$ cat src/rtl/adcsc_pkg.sv
/*
  Constants, register map and state type for the converter sequence control block.
  Assumes a 32-bit APB slave with byte addresses on word boundaries.
*/
`default_nettype none

package adcsc_pkg;

  ////////////////////////////////////////////////////////////////////////////
  // Register byte offsets
  localparam logic [7:0] OFS_CTRL_ONE = 8'h00;
  localparam logic [7:0] OFS_CTRL_TWO = 8'h04;
  localparam logic [7:0] OFS_IRQ_STAT = 8'h08;
  localparam logic [7:0] OFS_IRQ_MASK = 8'h0C;
  localparam logic [7:0] OFS_SAMPLE_ACTIVE_FLAG_TIME = 8'h10;

  ////////////////////////////////////////////////////////////////////////////
  // Control one fields
  localparam int POS_ON = 15;
  localparam int POS_TRIG_LO = 5;
  localparam int POS_AUTO_SAMPLE_ACTIVE_FLAG = 2;
  localparam int POS_SAMPLE_ACTIVE_FLAG = 1;
  localparam int POS_DONE = 0;

  // Control two fields
  localparam int POS_REF_LO = 13;
  localparam int POS_OFFSET_CAL_ENABLE = 12;
  localparam int POS_SCAN = 10;
  localparam int POS_FILL_HALF = 7;
  localparam int POS_SEQ_LO = 2;
  localparam int POS_SPLIT = 1;
  localparam int POS_ALT = 0;

  // Interrupt status and mask bits
  localparam int POS_IRQ_SEQ = 0;
  localparam int POS_IRQ_CONV = 1;

  ////////////////////////////////////////////////////////////////////////////
  // Trigger source codes
  localparam logic [2:0] TRIG_SOFT = 3'h0;
  localparam logic [2:0] TRIG_EXT_PIN = 3'h1;
  localparam logic [2:0] TRIG_TIMER = 3'h2;
  localparam logic [2:0] TRIG_CHARGE = 3'h3;
  localparam logic [2:0] TRIG_AUTO = 3'h7;

  ////////////////////////////////////////////////////////////////////////////
  // Reset values
  localparam logic [31:0] RST_CTRL_ONE = 32'h00000000;
  localparam logic [31:0] RST_CTRL_TWO = 32'h00000000;
  localparam logic [1:0] RST_IRQ = 2'h0;
  localparam logic [7:0] RST_SAMPLE_ACTIVE_FLAG_TIME = 8'h0F;

  ////////////////////////////////////////////////////////////////////////////
  // Sequencer states, Gray coded along idle, sample, convert
  typedef enum logic [1:0] {
    ST_IDLE = 2'b00,
    ST_SAMPLE = 2'b01,
    ST_CONVERT = 2'b11
  } adcsc_state_t;

endpackage : adcsc_pkg

`default_nettype wire

$ cat src/rtl/adcsc_top.sv
/*
  Sequence control of the analog-to-digital converter: trigger selection, sample and
  done flags, reference and input selection, sequence counting, buffer fill addressing.
  Assumes an APB master on core_clk, triggers from same-clock logic except the external
  interrupt pin, and a converter that pulses convComplete once per conversion.
*/
// The address map and the APB interface to the registers are this design's own decisions.
`default_nettype none

module adcsc_top
  import adcsc_pkg::*;
(
  // Clock and reset
  input wire logic core_clk,
  input wire logic reset,
  // APB slave
  input wire logic psel,
  input wire logic penable,
  input wire logic pwrite,
  input wire logic [7:0] paddr,
  input wire logic [31:0] pwdata,
  output logic [31:0] prdata,
  output logic pready,
  output logic pslverr,
  // Trigger sources
  input wire logic chargeTimeTrig,
  input wire logic timerThreeMatch,
  input wire logic extIntZeroPin,
  // Converter side
  input wire logic convComplete,
  output logic convStart,
  output logic sampling,
  output logic refHighExt,
  output logic refLowExt,
  output logic offsetCalOn,
  output logic scanOn,
  output logic muxSelB,
  // Result buffer addressing
  output logic bufWrEn,
  output logic [3:0] bufWrAddr,
  // Interrupt
  output logic irq
);

  ////////////////////////////////////////////////////////////////////////////
  // Registers

  adcsc_state_t state_r, state_nxt;
  logic onBit_r;
  logic [2:0] trigSrc_r;
  logic autoSample_r;
  logic doneFlag_r, doneFlag_nxt;
  logic [2:0] refSel_r;
  logic offset_cal_enable_r;
  logic scanEn_r;
  logic [3:0] seqPerIrq_r;
  logic splitMode_r;
  logic altMode_r;
  logic fillHalf_r;
  logic [1:0] irqStat_r, irqStat_nxt;
  logic [1:0] irqMask_r;
  logic [7:0] sampTime_r;
  logic [7:0] sampCnt_r;
  logic [3:0] seqCnt_r;
  logic [3:0] wrIdx_r;
  logic altB_r;
  logic extSync1_r, extSync2_r, extPrev_r;
  logic [31:0] prdata_r;
  logic pready_r, pslverr_r, convStart_r, sampling_r;
  logic refHighExt_r, refLowExt_r, offsetCalOn_r, scanOn_r, muxSelB_r;
  logic bufWrEn_r, irq_r;
  logic [3:0] bufWrAddr_r;

  ////////////////////////////////////////////////////////////////////////////
  // Bus decode

  wire logic setupPhase = psel & ~penable;
  wire logic wrAccess = psel & penable & pwrite & pready_r;
  wire logic hitCtrlOne = (paddr == OFS_CTRL_ONE);
  wire logic hitCtrlTwo = (paddr == OFS_CTRL_TWO);
  wire logic hitIrqStat = (paddr == OFS_IRQ_STAT);
  wire logic hitIrqMask = (paddr == OFS_IRQ_MASK);
  wire logic hitSampTime = (paddr == OFS_SAMPLE_ACTIVE_FLAG_TIME);
  wire logic hitAny = hitCtrlOne | hitCtrlTwo | hitIrqStat | hitIrqMask | hitSampTime;
  wire logic wrCtrlOne = wrAccess & hitCtrlOne;
  wire logic wrCtrlTwo = wrAccess & hitCtrlTwo;
  wire logic wrIrqStat = wrAccess & hitIrqStat;
  wire logic wrIrqMask = wrAccess & hitIrqMask;
  wire logic wrSampTime = wrAccess & hitSampTime;

  wire logic sampleFlag = (state_r == ST_SAMPLE);

  wire logic [31:0] ctrlOneWord = {16'h0000, onBit_r, 7'h00, trigSrc_r, 2'h0,
                                   autoSample_r, sampleFlag, doneFlag_r};
  wire logic [31:0] ctrlTwoWord = {16'h0000, refSel_r, offset_cal_enable_r, 1'b0, scanEn_r, 2'h0,
                                   fillHalf_r, 1'b0, seqPerIrq_r, splitMode_r, altMode_r};
  wire logic [31:0] readMux = hitCtrlOne ? ctrlOneWord :
                              hitCtrlTwo ? ctrlTwoWord :
                              hitIrqStat ? {30'h0, irqStat_r} :
                              hitIrqMask ? {30'h0, irqMask_r} :
                              hitSampTime ? {24'h0, sampTime_r} : 32'h00000000;

  always_ff @(posedge core_clk) begin
    if (reset) begin
      prdata_r <= 32'h00000000;
      pready_r <= 1'b0;
      pslverr_r <= 1'b0;
    end else begin
      pready_r <= setupPhase;
      pslverr_r <= setupPhase & ~hitAny;
      if (setupPhase) begin
        prdata_r <= readMux;
      end
    end
  end

  ////////////////////////////////////////////////////////////////////////////
  // Software controlled fields

  always_ff @(posedge core_clk) begin
    if (reset) begin
      onBit_r <= RST_CTRL_ONE[POS_ON];
      trigSrc_r <= RST_CTRL_ONE[POS_TRIG_LO +: 3];
      autoSample_r <= RST_CTRL_ONE[POS_AUTO_SAMPLE_ACTIVE_FLAG];
      refSel_r <= RST_CTRL_TWO[POS_REF_LO +: 3];
      offset_cal_enable_r <= RST_CTRL_TWO[POS_OFFSET_CAL_ENABLE];
      scanEn_r <= RST_CTRL_TWO[POS_SCAN];
      seqPerIrq_r <= RST_CTRL_TWO[POS_SEQ_LO +: 4];
      splitMode_r <= RST_CTRL_TWO[POS_SPLIT];
      altMode_r <= RST_CTRL_TWO[POS_ALT];
      irqMask_r <= RST_IRQ;
      sampTime_r <= RST_SAMPLE_ACTIVE_FLAG_TIME;
    end else begin
      if (wrCtrlOne) begin
        onBit_r <= pwdata[POS_ON];
        trigSrc_r <= pwdata[POS_TRIG_LO +: 3];
        autoSample_r <= pwdata[POS_AUTO_SAMPLE_ACTIVE_FLAG];
      end
      if (wrCtrlTwo) begin
        refSel_r <= pwdata[POS_REF_LO +: 3];
        offset_cal_enable_r <= pwdata[POS_OFFSET_CAL_ENABLE];
        scanEn_r <= pwdata[POS_SCAN];
        seqPerIrq_r <= pwdata[POS_SEQ_LO +: 4];
        splitMode_r <= pwdata[POS_SPLIT];
        altMode_r <= pwdata[POS_ALT];
      end
      if (wrIrqMask) begin
        irqMask_r <= pwdata[1:0];
      end
      if (wrSampTime) begin
        sampTime_r <= pwdata[7:0];
      end
    end
  end

  ////////////////////////////////////////////////////////////////////////////
  // External pin synchroniser and edge detect

  always_ff @(posedge core_clk) begin
    if (reset) begin
      extSync1_r <= 1'b0;
      extSync2_r <= 1'b0;
      extPrev_r <= 1'b0;
    end else begin
      extSync1_r <= extIntZeroPin;
      extSync2_r <= extSync1_r;
      extPrev_r <= extSync2_r;
    end
  end

  wire logic extRise = extSync2_r & ~extPrev_r;

  ////////////////////////////////////////////////////////////////////////////
  // Trigger selection and sequencer

  wire logic autoDue = (sampCnt_r == sampTime_r);
  wire logic hwTrig = ((trigSrc_r == TRIG_AUTO) & autoDue) |
                      ((trigSrc_r == TRIG_CHARGE) & chargeTimeTrig) |
                      ((trigSrc_r == TRIG_TIMER) & timerThreeMatch) |
                      ((trigSrc_r == TRIG_EXT_PIN) & extRise);
  wire logic swConv = (trigSrc_r == TRIG_SOFT) & wrCtrlOne & ~pwdata[POS_SAMPLE_ACTIVE_FLAG];
  wire logic startConv = onBit_r & sampleFlag & (hwTrig | swConv);
  wire logic swSample = wrCtrlOne & pwdata[POS_SAMPLE_ACTIVE_FLAG] & ~autoSample_r;
  wire logic doneSet = onBit_r & (state_r == ST_CONVERT) & convComplete;
  wire logic seqHit = (seqCnt_r == seqPerIrq_r);

  always_comb begin
    state_nxt = state_r;
    case (state_r)
      ST_IDLE: begin
        if (onBit_r & (swSample | autoSample_r)) begin
          state_nxt = ST_SAMPLE;
        end
      end
      ST_SAMPLE: begin
        if (~onBit_r) begin
          state_nxt = ST_IDLE;
        end else if (startConv) begin
          state_nxt = ST_CONVERT;
        end
      end
      ST_CONVERT: begin
        if (~onBit_r) begin
          state_nxt = ST_IDLE;
        end else if (convComplete) begin
          state_nxt = ST_IDLE;
        end
      end
      default: state_nxt = ST_IDLE;
    endcase
  end

  always_comb begin
    doneFlag_nxt = doneFlag_r;
    if (doneSet) begin
      doneFlag_nxt = 1'b1;
    end else if (startConv) begin
      doneFlag_nxt = 1'b0;
    end else if (wrCtrlOne & ~pwdata[POS_DONE]) begin
      doneFlag_nxt = 1'b0;
    end
  end

  always_ff @(posedge core_clk) begin
    if (reset) begin
      state_r <= ST_IDLE;
      doneFlag_r <= RST_CTRL_ONE[POS_DONE];
      sampCnt_r <= 8'h00;
    end else begin
      state_r <= state_nxt;
      doneFlag_r <= doneFlag_nxt;
      sampCnt_r <= (sampleFlag & ~autoDue) ? sampCnt_r + 8'h01 : 8'h00;
    end
  end

  ////////////////////////////////////////////////////////////////////////////
  // Sequence count, buffer halves, alternate input

  wire logic [3:0] wrAddr = splitMode_r ? {fillHalf_r, wrIdx_r[2:0]} : wrIdx_r;

  always_ff @(posedge core_clk) begin
    if (reset) begin
      seqCnt_r <= 4'h0;
      wrIdx_r <= 4'h0;
      fillHalf_r <= 1'b0;
      altB_r <= 1'b0;
    end else if (~onBit_r) begin
      seqCnt_r <= 4'h0;
      wrIdx_r <= 4'h0;
      fillHalf_r <= 1'b0;
      altB_r <= 1'b0;
    end else begin
      if (doneSet) begin
        seqCnt_r <= seqHit ? 4'h0 : seqCnt_r + 4'h1;
        wrIdx_r <= seqHit ? 4'h0 : wrIdx_r + 4'h1;
        altB_r <= altMode_r & ~altB_r;
      end else if (~altMode_r) begin
        altB_r <= 1'b0;
      end
      if (~splitMode_r) begin
        fillHalf_r <= 1'b0;
      end else if (doneSet & seqHit) begin
        fillHalf_r <= ~fillHalf_r;
      end
    end
  end

  ////////////////////////////////////////////////////////////////////////////
  // Interrupt status, set wins over write-one clear

  wire logic [1:0] irqEvent = {doneSet, doneSet & seqHit};
  assign irqStat_nxt = (irqStat_r & ~(wrIrqStat ? pwdata[1:0] : 2'h0)) | irqEvent;

  always_ff @(posedge core_clk) begin
    if (reset) begin
      irqStat_r <= RST_IRQ;
      irq_r <= 1'b0;
    end else begin
      irqStat_r <= irqStat_nxt;
      irq_r <= |(irqStat_r & irqMask_r);
    end
  end

  ////////////////////////////////////////////////////////////////////////////
  // Registered outputs

  always_ff @(posedge core_clk) begin
    if (reset) begin
      convStart_r <= 1'b0;
      sampling_r <= 1'b0;
      refHighExt_r <= 1'b0;
      refLowExt_r <= 1'b0;
      offsetCalOn_r <= 1'b0;
      scanOn_r <= 1'b0;
      muxSelB_r <= 1'b0;
      bufWrEn_r <= 1'b0;
      bufWrAddr_r <= 4'h0;
    end else begin
      convStart_r <= startConv;
      sampling_r <= (state_nxt == ST_SAMPLE);
      refHighExt_r <= ~refSel_r[2] & refSel_r[0];
      refLowExt_r <= ~refSel_r[2] & refSel_r[1];
      offsetCalOn_r <= offset_cal_enable_r;
      scanOn_r <= scanEn_r & onBit_r;
      muxSelB_r <= altB_r;
      bufWrEn_r <= doneSet;
      bufWrAddr_r <= wrAddr;
    end
  end

  assign prdata = prdata_r;
  assign pready = pready_r;
  assign pslverr = pslverr_r;
  assign convStart = convStart_r;
  assign sampling = sampling_r;
  assign refHighExt = refHighExt_r;
  assign refLowExt = refLowExt_r;
  assign offsetCalOn = offsetCalOn_r;
  assign scanOn = scanOn_r;
  assign muxSelB = muxSelB_r;
  assign bufWrEn = bufWrEn_r;
  assign bufWrAddr = bufWrAddr_r;
  assign irq = irq_r;
endmodule : adcsc_top

`default_nettype wire

$ cat config.mk
export PLATFORM = sky130hd
export DESIGN_NAME = adcsc_top
export DESIGN_NICKNAME = d
export VERILOG_FILES = /design/src/rtl/adcsc_pkg.sv /design/src/rtl/adcsc_top.sv
export SDC_FILE = /design/constraint.sdc
export NUM_CORES = 1
export LEC_CHECK = 0
export BUFFER_PORTS_ARGS = -buffer_cell sky130_fd_sc_hd__buf_2
export CAP_MARGIN = 25
export CORE_ASPECT_RATIO = 1.1
export CORE_MARGIN = 2
export CORE_UTILIZATION = 39
export CTS_CLUSTER_SIZE = 28
export DETAILED_ROUTE_END_ITERATION = 7
export SLEW_MARGIN = 15
export SYNTH_ARGS = -nofsm -noshare
export SYNTH_HDL_FRONTEND = slang
export SYNTH_SLANG_ARGS = --single-unit
$ cat constraint.sdc
create_clock -name core_clk -period 3.96 [get_ports core_clk]
set_clock_uncertainty 0.2 [all_clocks]
set_input_delay 0.792 -clock core_clk [delete_from_list [all_inputs] [get_ports core_clk]]
set_output_delay 0.792 -clock core_clk [all_outputs]
set_load 0.01 [all_outputs]
==> results of run 1 <==
path summary, 6_finish.rpt:
kind	start	endpoint	depth (start not counted)
max	paddr[4]	seqPerIrq_r[2]	6
min	extSync1_r	extSync2_r	1
min reg2reg	extSync1_r	extSync2_r	1
max reg2reg	state_r[0]	seqCnt_r[2]	5
Yosys cell counts (all sizes together):
cell type,number
xnor2,5
a2bb2oi,3
nand2b,2
a21oi,36
nor2,33
a222oi,1
nand4b,1
and2,3
dfxtp,80
a211oi,1
and3,9
nand2,48
a22o,2
nor2b,15
mux2i,5
nand4,8
a211o,4
o211a,3
a22oi,2
or4,2
and4,2
conb,1
and4bb,1
nor4,7
o31a,1
a31oi,6
xor2,21
clkbuf,12
or3b,1
a21boi,2
nor3b,2
nand3,27
or3,1
nor3,6
ha,3
a41o,1
inv,5
o21ai,8
o2bb2ai,1
buf,25
a221oi,1
logic make-up after synthesis:
family	Yosys count
buffers and inverters	42
and+or+nand+nor	168
adders and majority gates	3
AOI/OAI and AO/OA	72
xor gates and xnor gates	26
other	1
DFF	80
muxes	5
layout make-up:
cell class | instances | area [µm²]
Fill cell | 937 | 4810
Multi-Input combinational cell | 293 | 1730
Sequential cell | 80 | 1600
Timing Repair Buffer | 61 | 315
Clock buffer | 12 | 155
Tap cell | 114 | 143
Clock inverter | 4 | 51.3
Inverter | 5 | 18.8
where the power goes:
group,internal [mW],total [mW],switching [mW],leakage [nW]
Clock,0.328,0.633,0.306,0.103
Combinational,0.0211,0.0694,0.0483,0.847
Sequential,0.806,0.807,0.000948,0.645
per-layer routing:
layer / routed length (µm) / global-route usage [%] / part of all wire, % / up-vias
met5: 0 / 0 / 0 / -
met4: 145 / 8.07 / 1.7 / 0
met3: 416 / 3.49 / 4.9 / 14
met2: 4200 / 29.5 / 50 / 82
met1: 3650 / 23.1 / 43 / 1368
li1: - / - / - / 1444
registers in the layout (all words and copies together) (netlist names), 2 cells and up:
name	flops
sampTime_r	8
sampCnt_r	8
trigSrc_r	3
bufWrAddr	4
wrIdx_r	4
seqCnt_r	4
prdata	13
state_r	2
seqPerIrq_r	4
irqMask_r	2
refSel_r	3
irqStat_r	2
per-stage QoR:
| stage | hold slack (ns) | util [%] | instance area [µm²] | cells | worst slack [ns] |
|---|---|---|---|---|---|
| CTS | 0.242 | 45.5 | 4020 | 569 | 1.28 |
| global placement | 0.222 | 43.1 | 3810 | 553 | 0.957 |
| floorplan | 0.214 | - | 3580 | 415 | 1.51 |
| detailed placement | 0.224 | 43.1 | 3810 | 553 | 0.916 |
| finish | 0.239 | 45.5 | 4020 | 569 | 1.30 |
| global route | 0.276 | 45.5 | 4020 | 569 | 1.18 |
==> impl_metrics.py, run 1 <==
metrics = {
    "outcome": {
        "outcome": "finished, final reports clean",
    },
    "clock_network": {
        "cts_htree_levels": 3,
        "insertion_delay_ns": 0.36,
        "hold_buffers": 0,
        "cts.sinks": 80,
        "post_cts_buffers": 0,
        "cts.repair.resized": 0,
        "cts_tree": "yes",
        "clk_path_buf_depth": 2,
        "path_clk_slew_ns": 0.08,
        "root_buffer": "clkbuf_8",
        "cts_buffers": 9,
    },
    "setup_path": {
        "start_kind": "input port",
        "crit_buf_inv": 1,
        "critPathRequiredTime_ns": 3.99,
        "cp_max_fo": 11,
        "crit_type": "input port to register",
        "critPathCaptureType": "register",
        "rrSetupSlack_ns": 1.88,
        "slowest_stage": "or4_4",
        "crit_chain": "buf_2, or4_4, nor3_4, nand4b_1, nand2_1, a21oi_2",
        "cp_top_family": "simple AND/OR/NAND/NOR gates",
        "cpPeakStageDelay_ns": 0.59,
        "worstPathArrival_ns": 2.69,
    },
    "sta": {
        "setup_viol": 0,
        "hold_viol_final": 0,
        "min_period_over_period_pct": 67.2,
        "worst_pin_slew_ns": 0.769,
        "setup-tns-final_ns": 0,
        "rsz0062_at_grt": "false",
        "slew_headroom_pct": 48.2,
        "layout_min_cycle_time_ns": 2.66,
        "slew_viol_final": 0,
        "max_freq_mhz": 376,
    },
    "synthesis": {
        "synth_simple_gate_area_share_pct": 24.8,
        "ys_top_cells_by_area": "dfxtp_1, xor2_1, nand2_1, a21oi_1, buf_4",
        "postSynthAreaPerCell_um2": 8.86,
        "syn_inst": 397,
        "synth_cell_types": 49,
        "yosysSeqAreaShare_pct": 45.6,
        "synth_top_area_share_pct": 45.6,
        "synth_top_family_by_area": "simple AND/OR/NAND/NOR gates",
        "syn_area_um2": 3520,
        "synthXorXnorAreaFrac_pct": 6.48,
        "ys_seq_elements": 80,
        "yosysWarnings": 0,
        "synthMuxAreaShare_pct": 1.42,
        "synth_fa_ha_area_share_pct": 1.07,
        "yosysTopAreaCell": "dfxtp_1",
        "synth_compound_gate_area_share_pct": 13.5,
    },
    "routing": {
        "viasPerCell": 5.11,
        "drt-wirelength-per-cell_um": 14.8,
        "wirelength_um": 8420,
        "vias": 2908,
        "ant_nets": 0,
        "drtIter0Drc": 137,
        "drc": 0,
        "drt_pass1_iterations": 4,
    },
    "global_routing": {
        "grt_max_degree": 36,
        "grt_pass1_wl_um": 14000,
        "track_usage_pct": 18.1,
        "antenna_found_initial": 0,
        "grt_pass1_vias": 2802,
        "grt-ovfl-total": 0,
    },
    "die": {
        "rows": 36,
        "die_x_um": 94.5,
        "ios": 96,
        "core-area_um2": 8830,
        "dieArea_um2": 9790,
        "dieHeight_um": 104,
        "initial_core_util_pct": 39.8,
    },
    "final_layout": {
        "area_growth_syn_to_layout_pct": 14.2,
        "diodes": 0,
        "layout_commonest_cell": "dfxtp_1",
        "final_cell_mix": "dfxtp_1, buf_2, nand2_1, nor2_1, a21oi_1",
        "drive_gt1_share_pct": 19.8,
        "finalNetCount": 502,
    },
    "power": {
        "p_leak_nw": 1.60,
        "finalPower_mw": 1.51,
        "irDropWorstVdd_mv": 0.190,
        "power_density_nw_per_um2": 376,
    },
    "placed_design": {
        "dp_hpwl_um": 5980,
        "place.gp.congestion": 0.781,
        "io_buffer_count": 57,
    },
    "hold_path": {
        "holdCritPathClass": "register to register",
    },
    "run": {
        "maxCapViolCount": 0,
    },
}
No activity file was read; power rests on OpenSTA's default activity.
==> inputs of run 2 (changes only) <==
Settings changed: ABC_AREA from default to 1.
Clock period 3.96 ns to 2.35 ns, I/O delays scaled along.
==> run 2 against run 1 <==
- die area down 0.65%
- hold slack worse by 0.13 ns
- first-iteration DRC count up 3.6%
- via count up 4.9%
- synthesized area down 0.68%
- clock power up 93%
- total power up 79%
- non-clock buffer count up 6
- critical path type unchanged
- largest power group unchanged
==> impl_metrics.py, run 2 <==
metrics = {
    "setup_path": {
        "critPathRequiredTime_ns": 2.40,
        "timing.rr.start": "state_r[0]",
        "rrSetupSlack_ns": 0.73,
        "reg2reg_to": "seqCnt_r[3]",
        "crit_chain": "buf_2, nor2_1, nand3_1, nor2_4, nand2_2, o21ai_1, nand3_1, nand2_1, nor2_1",
        "start_kind": "input port",
        "cpPeakStageDelay_ns": 0.24,
        "rr_worst_depth": 7,
        "crit_type": "input port to register",
        "critPathCaptureType": "register",
        "worstPathArrival_ns": 1.74,
        "slowest_stage": "nor2_4",
        "cp_max_fo": 12,
    },
    "routing": {
        "wirelength_um": 8200,
        "vias": 3051,
        "drt-wirelength-per-cell_um": 12.9,
        "drc": 0,
        "drtIter0Drc": 142,
        "drt_pass1_iterations": 4,
        "ant_nets": 0,
        "viasPerCell": 4.78,
    },
    "synthesis": {
        "synth_simple_gate_area_share_pct": 22.6,
        "synth_top_area_share_pct": 45.9,
        "synth-main-ff-cell": "dfxtp_1",
        "synthXorXnorAreaFrac_pct": 3.76,
        "yosysWarnings": 0,
        "synthMuxAreaShare_pct": 0,
        "syn_area_um2": 3490,
        "syn_inst": 454,
        "synth_cell_types": 37,
        "synth_compound_gate_area_share_pct": 14.8,
        "yosysSeqAreaShare_pct": 45.9,
        "synth_most_common_cell": "dfxtp_1",
        "postSynthAreaPerCell_um2": 7.69,
        "ys_top_cells_by_area": "dfxtp_1, nand2_1, nor2_1, a21oi_1, inv_1",
        "yosysTopAreaCell": "dfxtp_1",
        "synth_fa_ha_area_share_pct": 1.07,
        "synth_commonest_cells": "dfxtp_1, nand2_1, nor2_1",
        "synth_top_family_by_area": "simple AND/OR/NAND/NOR gates",
        "async_flop_share_pct": 0,
        "synth-edff-count": 0,
        "ys_seq_elements": 80,
    },
    "global_routing": {
        "grt_pass1_vias": 2892,
        "antenna_found_initial": 0,
        "grt-ovfl-total": 0,
        "track_usage_pct": 18.4,
        "grt_pass1_wl_um": 13800,
        "grt_max_degree": 19,
    },
    "final_layout": {
        "layout_commonest_cell": "dfxtp_1",
        "diodes": 0,
        "finalNetCount": 572,
        "largest_reg_flops": 13,
        "drive_gt1_share_pct": 20.0,
        "area_growth_syn_to_layout_pct": 17.6,
        "fin_area_um2": 4110,
        "final_cell_mix": "dfxtp_1, nand2_1, buf_2, nor2_1, inv_1",
        "instances_no_fill": 638,
    },
    "placed_design": {
        "post_dp_cell_area_um2": 3860,
        "place.gp.congestion": 0.882,
        "place_inst": 623,
        "io_buffer_count": 57,
        "dp_hpwl_um": 6260,
        "dp_slack_ns": 0.282,
    },
    "die": {
        "dieArea_um2": 9730,
        "die_x_um": 94.2,
        "initial_core_util_pct": 39.8,
        "rows": 36,
        "dieHeight_um": 103,
        "ios": 96,
        "core-area_um2": 8780,
    },
    "hold_path": {
        "holdCritPathClass": "input port to register",
        "hold-path-endpoint": "extSync1_r",
        "holdPathStages": 3,
        "min_from": "extIntZeroPin",
    },
    "sta": {
        "hold_viol_final": 0,
        "rsz0062_at_grt": "false",
        "layout_min_cycle_time_ns": 1.69,
        "slew_viol_final": 0,
        "setup-tns-final_ns": 0,
        "max_freq_mhz": 593,
        "setup_viol": 0,
        "fin_ws_ns": 0.662,
        "min_period_over_period_pct": 71.8,
    },
    "power": {
        "power_density_nw_per_um2": 658,
        "finalPower_mw": 2.70,
        "p_leak_nw": 1.85,
        "irDropWorstVdd_mv": 0.340,
    },
    "clock_network": {
        "cts_tree": "yes",
        "path_clk_slew_ns": 0.08,
        "post_cts_buffers": 0,
        "clk_path_buf_depth": 2,
        "insertion_delay_ns": 0.35,
        "cts_buffers": 9,
        "root_buffer": "clkbuf_8",
        "cts.sinks": 80,
        "hold_buffers": 0,
        "cts.repair.resized": 0,
        "cts_htree_levels": 3,
    },
    "outcome": {
        "outcome": "finished, final reports clean",
    },
    "run": {
        "maxCapViolCount": 0,
    },
}
## run 2: cell count changes in the layout (fill, tap and decap cells not counted), sizes merged, moves of 6 or more
cell and delta:
nor2b -15, o211ai +7, nand2 +24, nor4 -6, inv +51, o21ai +32, buf +6, xor2 -12
and3 -9, nor2 +26
## run 2: critical path: cells and delay by family
kind,cells,cell delay [ns]
buffers and inverters,1,0.13
AND/OR/NAND/NOR,7,0.96
AO/OA/AOI/OAI,1,0.16
## run 2: worst max-delay path by stage
stage | from | endpoint | slack [ns] | cells past startpoint
after floorplan | paddr[0] | seqPerIrq_r[2] | 0.65 | 9
after global placement | paddr[4] | doneFlag_r | 0.29 | 9
after detailed placement | paddr[3] | sampling | 0.28 | 9
after CTS | paddr[3] | sampling | 0.65 | 9
after global routing | paddr[4] | doneFlag_r | 0.50 | 9
final | paddr[3] | sampling | 0.66 | 9
## run 2: routing by layer
layer | track usage, % | up-vias | share of wire (%)
li1 | - | 1562 | -
met1 | 23.6 | 1398 | 46
met2 | 29.8 | 73 | 46
met3 | 4.42 | 18 | 5.6
met4 | 7.69 | 0 | 2.3
met5 | 0 | - | 0
## run 2: cells by family (layout without fill, tap and decap cells)
kind of cell    count (synthesis)  in the layout
fa+ha+maj                       3              3
compound gates                 95             95
simple gates                  173            173
buf+inv                        87            139
other cells                     1             19
flops                          80             80
xor+xnor                       15             15
## run 2: area by class of cell
cell class	count	area, µm²
fillers	901	4680
flip-flops and latches	80	1600
multi-input cells	305	1540
repair buffers	67	360
inverters	57	214
well taps	114	143
clock buffers	10	138
clock inverters	5	105
## run 2: through the flow
stage	hold slack, ns	util [%]
4_1_cts	0.109	46.7
3_5_place_dp	0.194	44.0
3_3_place_gp	0.194	44.0
2_1_floorplan	0.188	-
6_report	0.109	46.7
5_1_grt	0.107	46.7
## run 2: power by group
group / switching (mW) / leakage (nW) / internal, mW
clock network: 0.493 / 0.115 / 0.728
logic: 0.0805 / 1.09 / 0.0384
registers: 0.00173 / 0.645 / 1.36
==> inputs of run 3 (changes only) <==
Clock period 2.35 ns to 1.7 ns, I/O delays scaled along.
==> run 3 against run 2 <==
- global-route usage down 0.21 points
- worst setup slack worse by 0.51 ns
- first-iteration DRC count down 29%
- sequential share of layout area down 1.3 points
- total power up 34%
- sequential power up 38%
- wire length up 2.4%
- die area unchanged
- hold slack worse by 0.10 ns
==> impl_metrics.py, run 3 (synthesis gave the netlist of run 2 again) <==
metrics = {
    "outcome": {
        "outcome": "finished, final reports clean",
    },
    "sta": {
        "max_freq_mhz": 647,
        "min_period_over_period_pct": 90.9,
        "worst_hold_slack_ns": 0.00944,
        "slew_viol_final": 0,
        "layout_min_cycle_time_ns": 1.55,
        "fin_ws_ns": 0.154,
        "rsz0062_at_grt": "false",
        "hold_viol_final": 0,
        "setup_viol": 0,
    },
    "global_routing": {
        "grt_pass1_vias": 2866,
        "track_usage_pct": 18.2,
        "grt-ovfl-total": 0,
        "grt_max_degree": 22,
        "grt_pass1_wl_um": 13500,
        "antenna_found_initial": 0,
    },
    "setup_path": {
        "critPathCaptureType": "register",
        "reg2reg_to": "sampling",
        "crit_chain": "xnor2_1, nand2_1, nor2_1, nand3_1, nand2_1, nand3_1, nand2_1, nor2_1",
        "rrSetupSlack_ns": 0.15,
        "timing.rr.start": "sampCnt_r[4]",
        "cp_max_fo": 4,
        "worstPathArrival_ns": 1.60,
        "start_kind": "register",
        "crit_top_cell": "nand2_1",
        "crit_type": "register to register",
        "critPathRequiredTime_ns": 1.75,
        "rr_worst_depth": 8,
        "cpPeakStageDelay_ns": 0.40,
        "slowest_stage": "dfxtp_1",
    },
    "placed_design": {
        "dp_hpwl_um": 6450,
        "io_buffer_count": 57,
        "place.gp.congestion": 0.874,
        "place_inst": 641,
        "dp_slack_ns": -0.0544,
    },
    "final_layout": {
        "fillCellCount": 902,
        "diodes": 0,
        "largest_reg_flops": 13,
        "drive_gt1_share_pct": 23.2,
        "layout_commonest_cell": "dfxtp_1",
        "final_cell_mix": "dfxtp_1, nand2_1, buf_2, nor2_1, inv_1",
        "finalNetCount": 591,
        "area_growth_syn_to_layout_pct": 21.6,
        "instances_no_fill": 658,
    },
    "clock_network": {
        "path_clk_slew_ns": 0.08,
        "cts_htree_levels": 3,
        "insertion_delay_ns": 0.36,
        "cts_buffers": 9,
        "cts_tree": "yes",
        "cts.sinks": 80,
        "root_buffer": "clkbuf_8",
        "post_cts_buffers": 0,
        "clk_path_buf_depth": 2,
    },
    "routing": {
        "wl_met2_um": 4060,
        "viasPerCell": 4.72,
        "drt_pass1_iterations": 4,
        "highest_layer": "met4",
        "drc": 0,
        "vias": 3103,
        "wirelength_met1_um": 3760,
        "drtIter0Drc": 101,
        "drt-wirelength-per-cell_um": 12.8,
        "wirelength_um": 8390,
        "ant_nets": 0,
        "wl_met3_um": 494,
    },
    "die": {
        "rows": 36,
        "initial_core_util_pct": 39.8,
        "core-area_um2": 8780,
        "die_x_um": 94.2,
        "dieArea_um2": 9730,
        "ios": 96,
        "dieHeight_um": 103,
    },
    "power": {
        "seq_power_share_pct": 51.9,
        "finalPower_mw": 3.62,
        "pwr-share-comb_pct": 5.1,
        "switching_share_pct": 22.4,
        "power_density_nw_per_um2": 853,
        "clock_power_share_pct": 43.1,
        "internal_power_mw": 2.81,
        "switchingPower_mw": 0.812,
        "irDropWorstVdd_mv": 0.473,
        "p_leak_nw": 1.94,
    },
    "hold_path": {
        "min_from": "pwdata[13]",
        "hold-path-endpoint": "refSel_r[0]",
        "holdCritPathClass": "input port to register",
        "holdPathStages": 3,
    },
    "run": {
        "maxCapViolCount": 0,
    },
}
==> run 3: per-stage QoR <==
| stage | instance area, µm² | TNS [ns] | util, % |
|---|---|---|---|
| after floorplan | 3560 | 0 | - |
| after global placement | 4010 | -0.295 | 45.7 |
| after detailed placement | 4010 | -0.531 | 45.7 |
| after CTS | 4240 | 0 | 48.3 |
| after global routing | 4250 | 0 | 48.3 |
| final | 4250 | 0 | 48.3 |
==> run 3: power groups by stage <==
stage               combinational [mW]  sequential [mW]  clock [mW]
global placement                 0.180             1.92           0
detailed placement               0.182             1.92           0
finish                           0.184             1.88        1.56
global route                     0.205             1.88        1.67
floorplan                        0.118             1.93           0
CTS                              0.185             1.88        1.59
==> run 3: area by class of cell <==
| type | instances | area, µm² | share of cell area, % |
|---|---|---|---|
| clock inverter | 5 | 78.8 | 1.86 |
| clock buffer | 11 | 141 | 3.33 |
| tap | 114 | 143 | 3.36 |
| sequential | 80 | 1600 | 37.7 |
| timing repair buffer | 86 | 518 | 12.2 |
| inverter | 57 | 214 | 5.04 |
| multi-input combinational | 305 | 1550 | 36.5 |
==> run 3: metal layers <==
layer	vias to the layer above	track usage [%]
met5	-	0
met4	0	4.35
met3	7	4.71
met2	78	31.3
met1	1417	23.0
li1	1601	-
==> run 3: worst max path at each step <==
stage               slack (ns)         start  cells after the start                  end
CTS                       0.09  sampCnt_r[0]                      8         sampCnt_r[2]
global placement         -0.04      paddr[4]                      9           doneFlag_r
floorplan                 0.13      paddr[0]                      9       seqPerIrq_r[2]
global route             0.003  sampCnt_r[5]                      8           doneFlag_r
finish                    0.15  sampCnt_r[4]                      8             sampling
detailed placement       -0.05      paddr[4]                      9  offset_cal_enable_r
==> run 3: what timing repair did <==
item | 4_1_cts | 5_1_grt
setup endpoints to repair | 0 | 11
hold endpoints to repair | 1 | 0
hold buffers | 1 | 0
resized for setup | 0 | 3
==> run 3: worst max-delay path, delay by kind of cell, from the launching register on <==
family | cells | cell delay (ns)
xor gates and xnor gates | 1 | 0.13
DFF | 1 | 0.40
and+or+nand+nor | 7 | 0.72
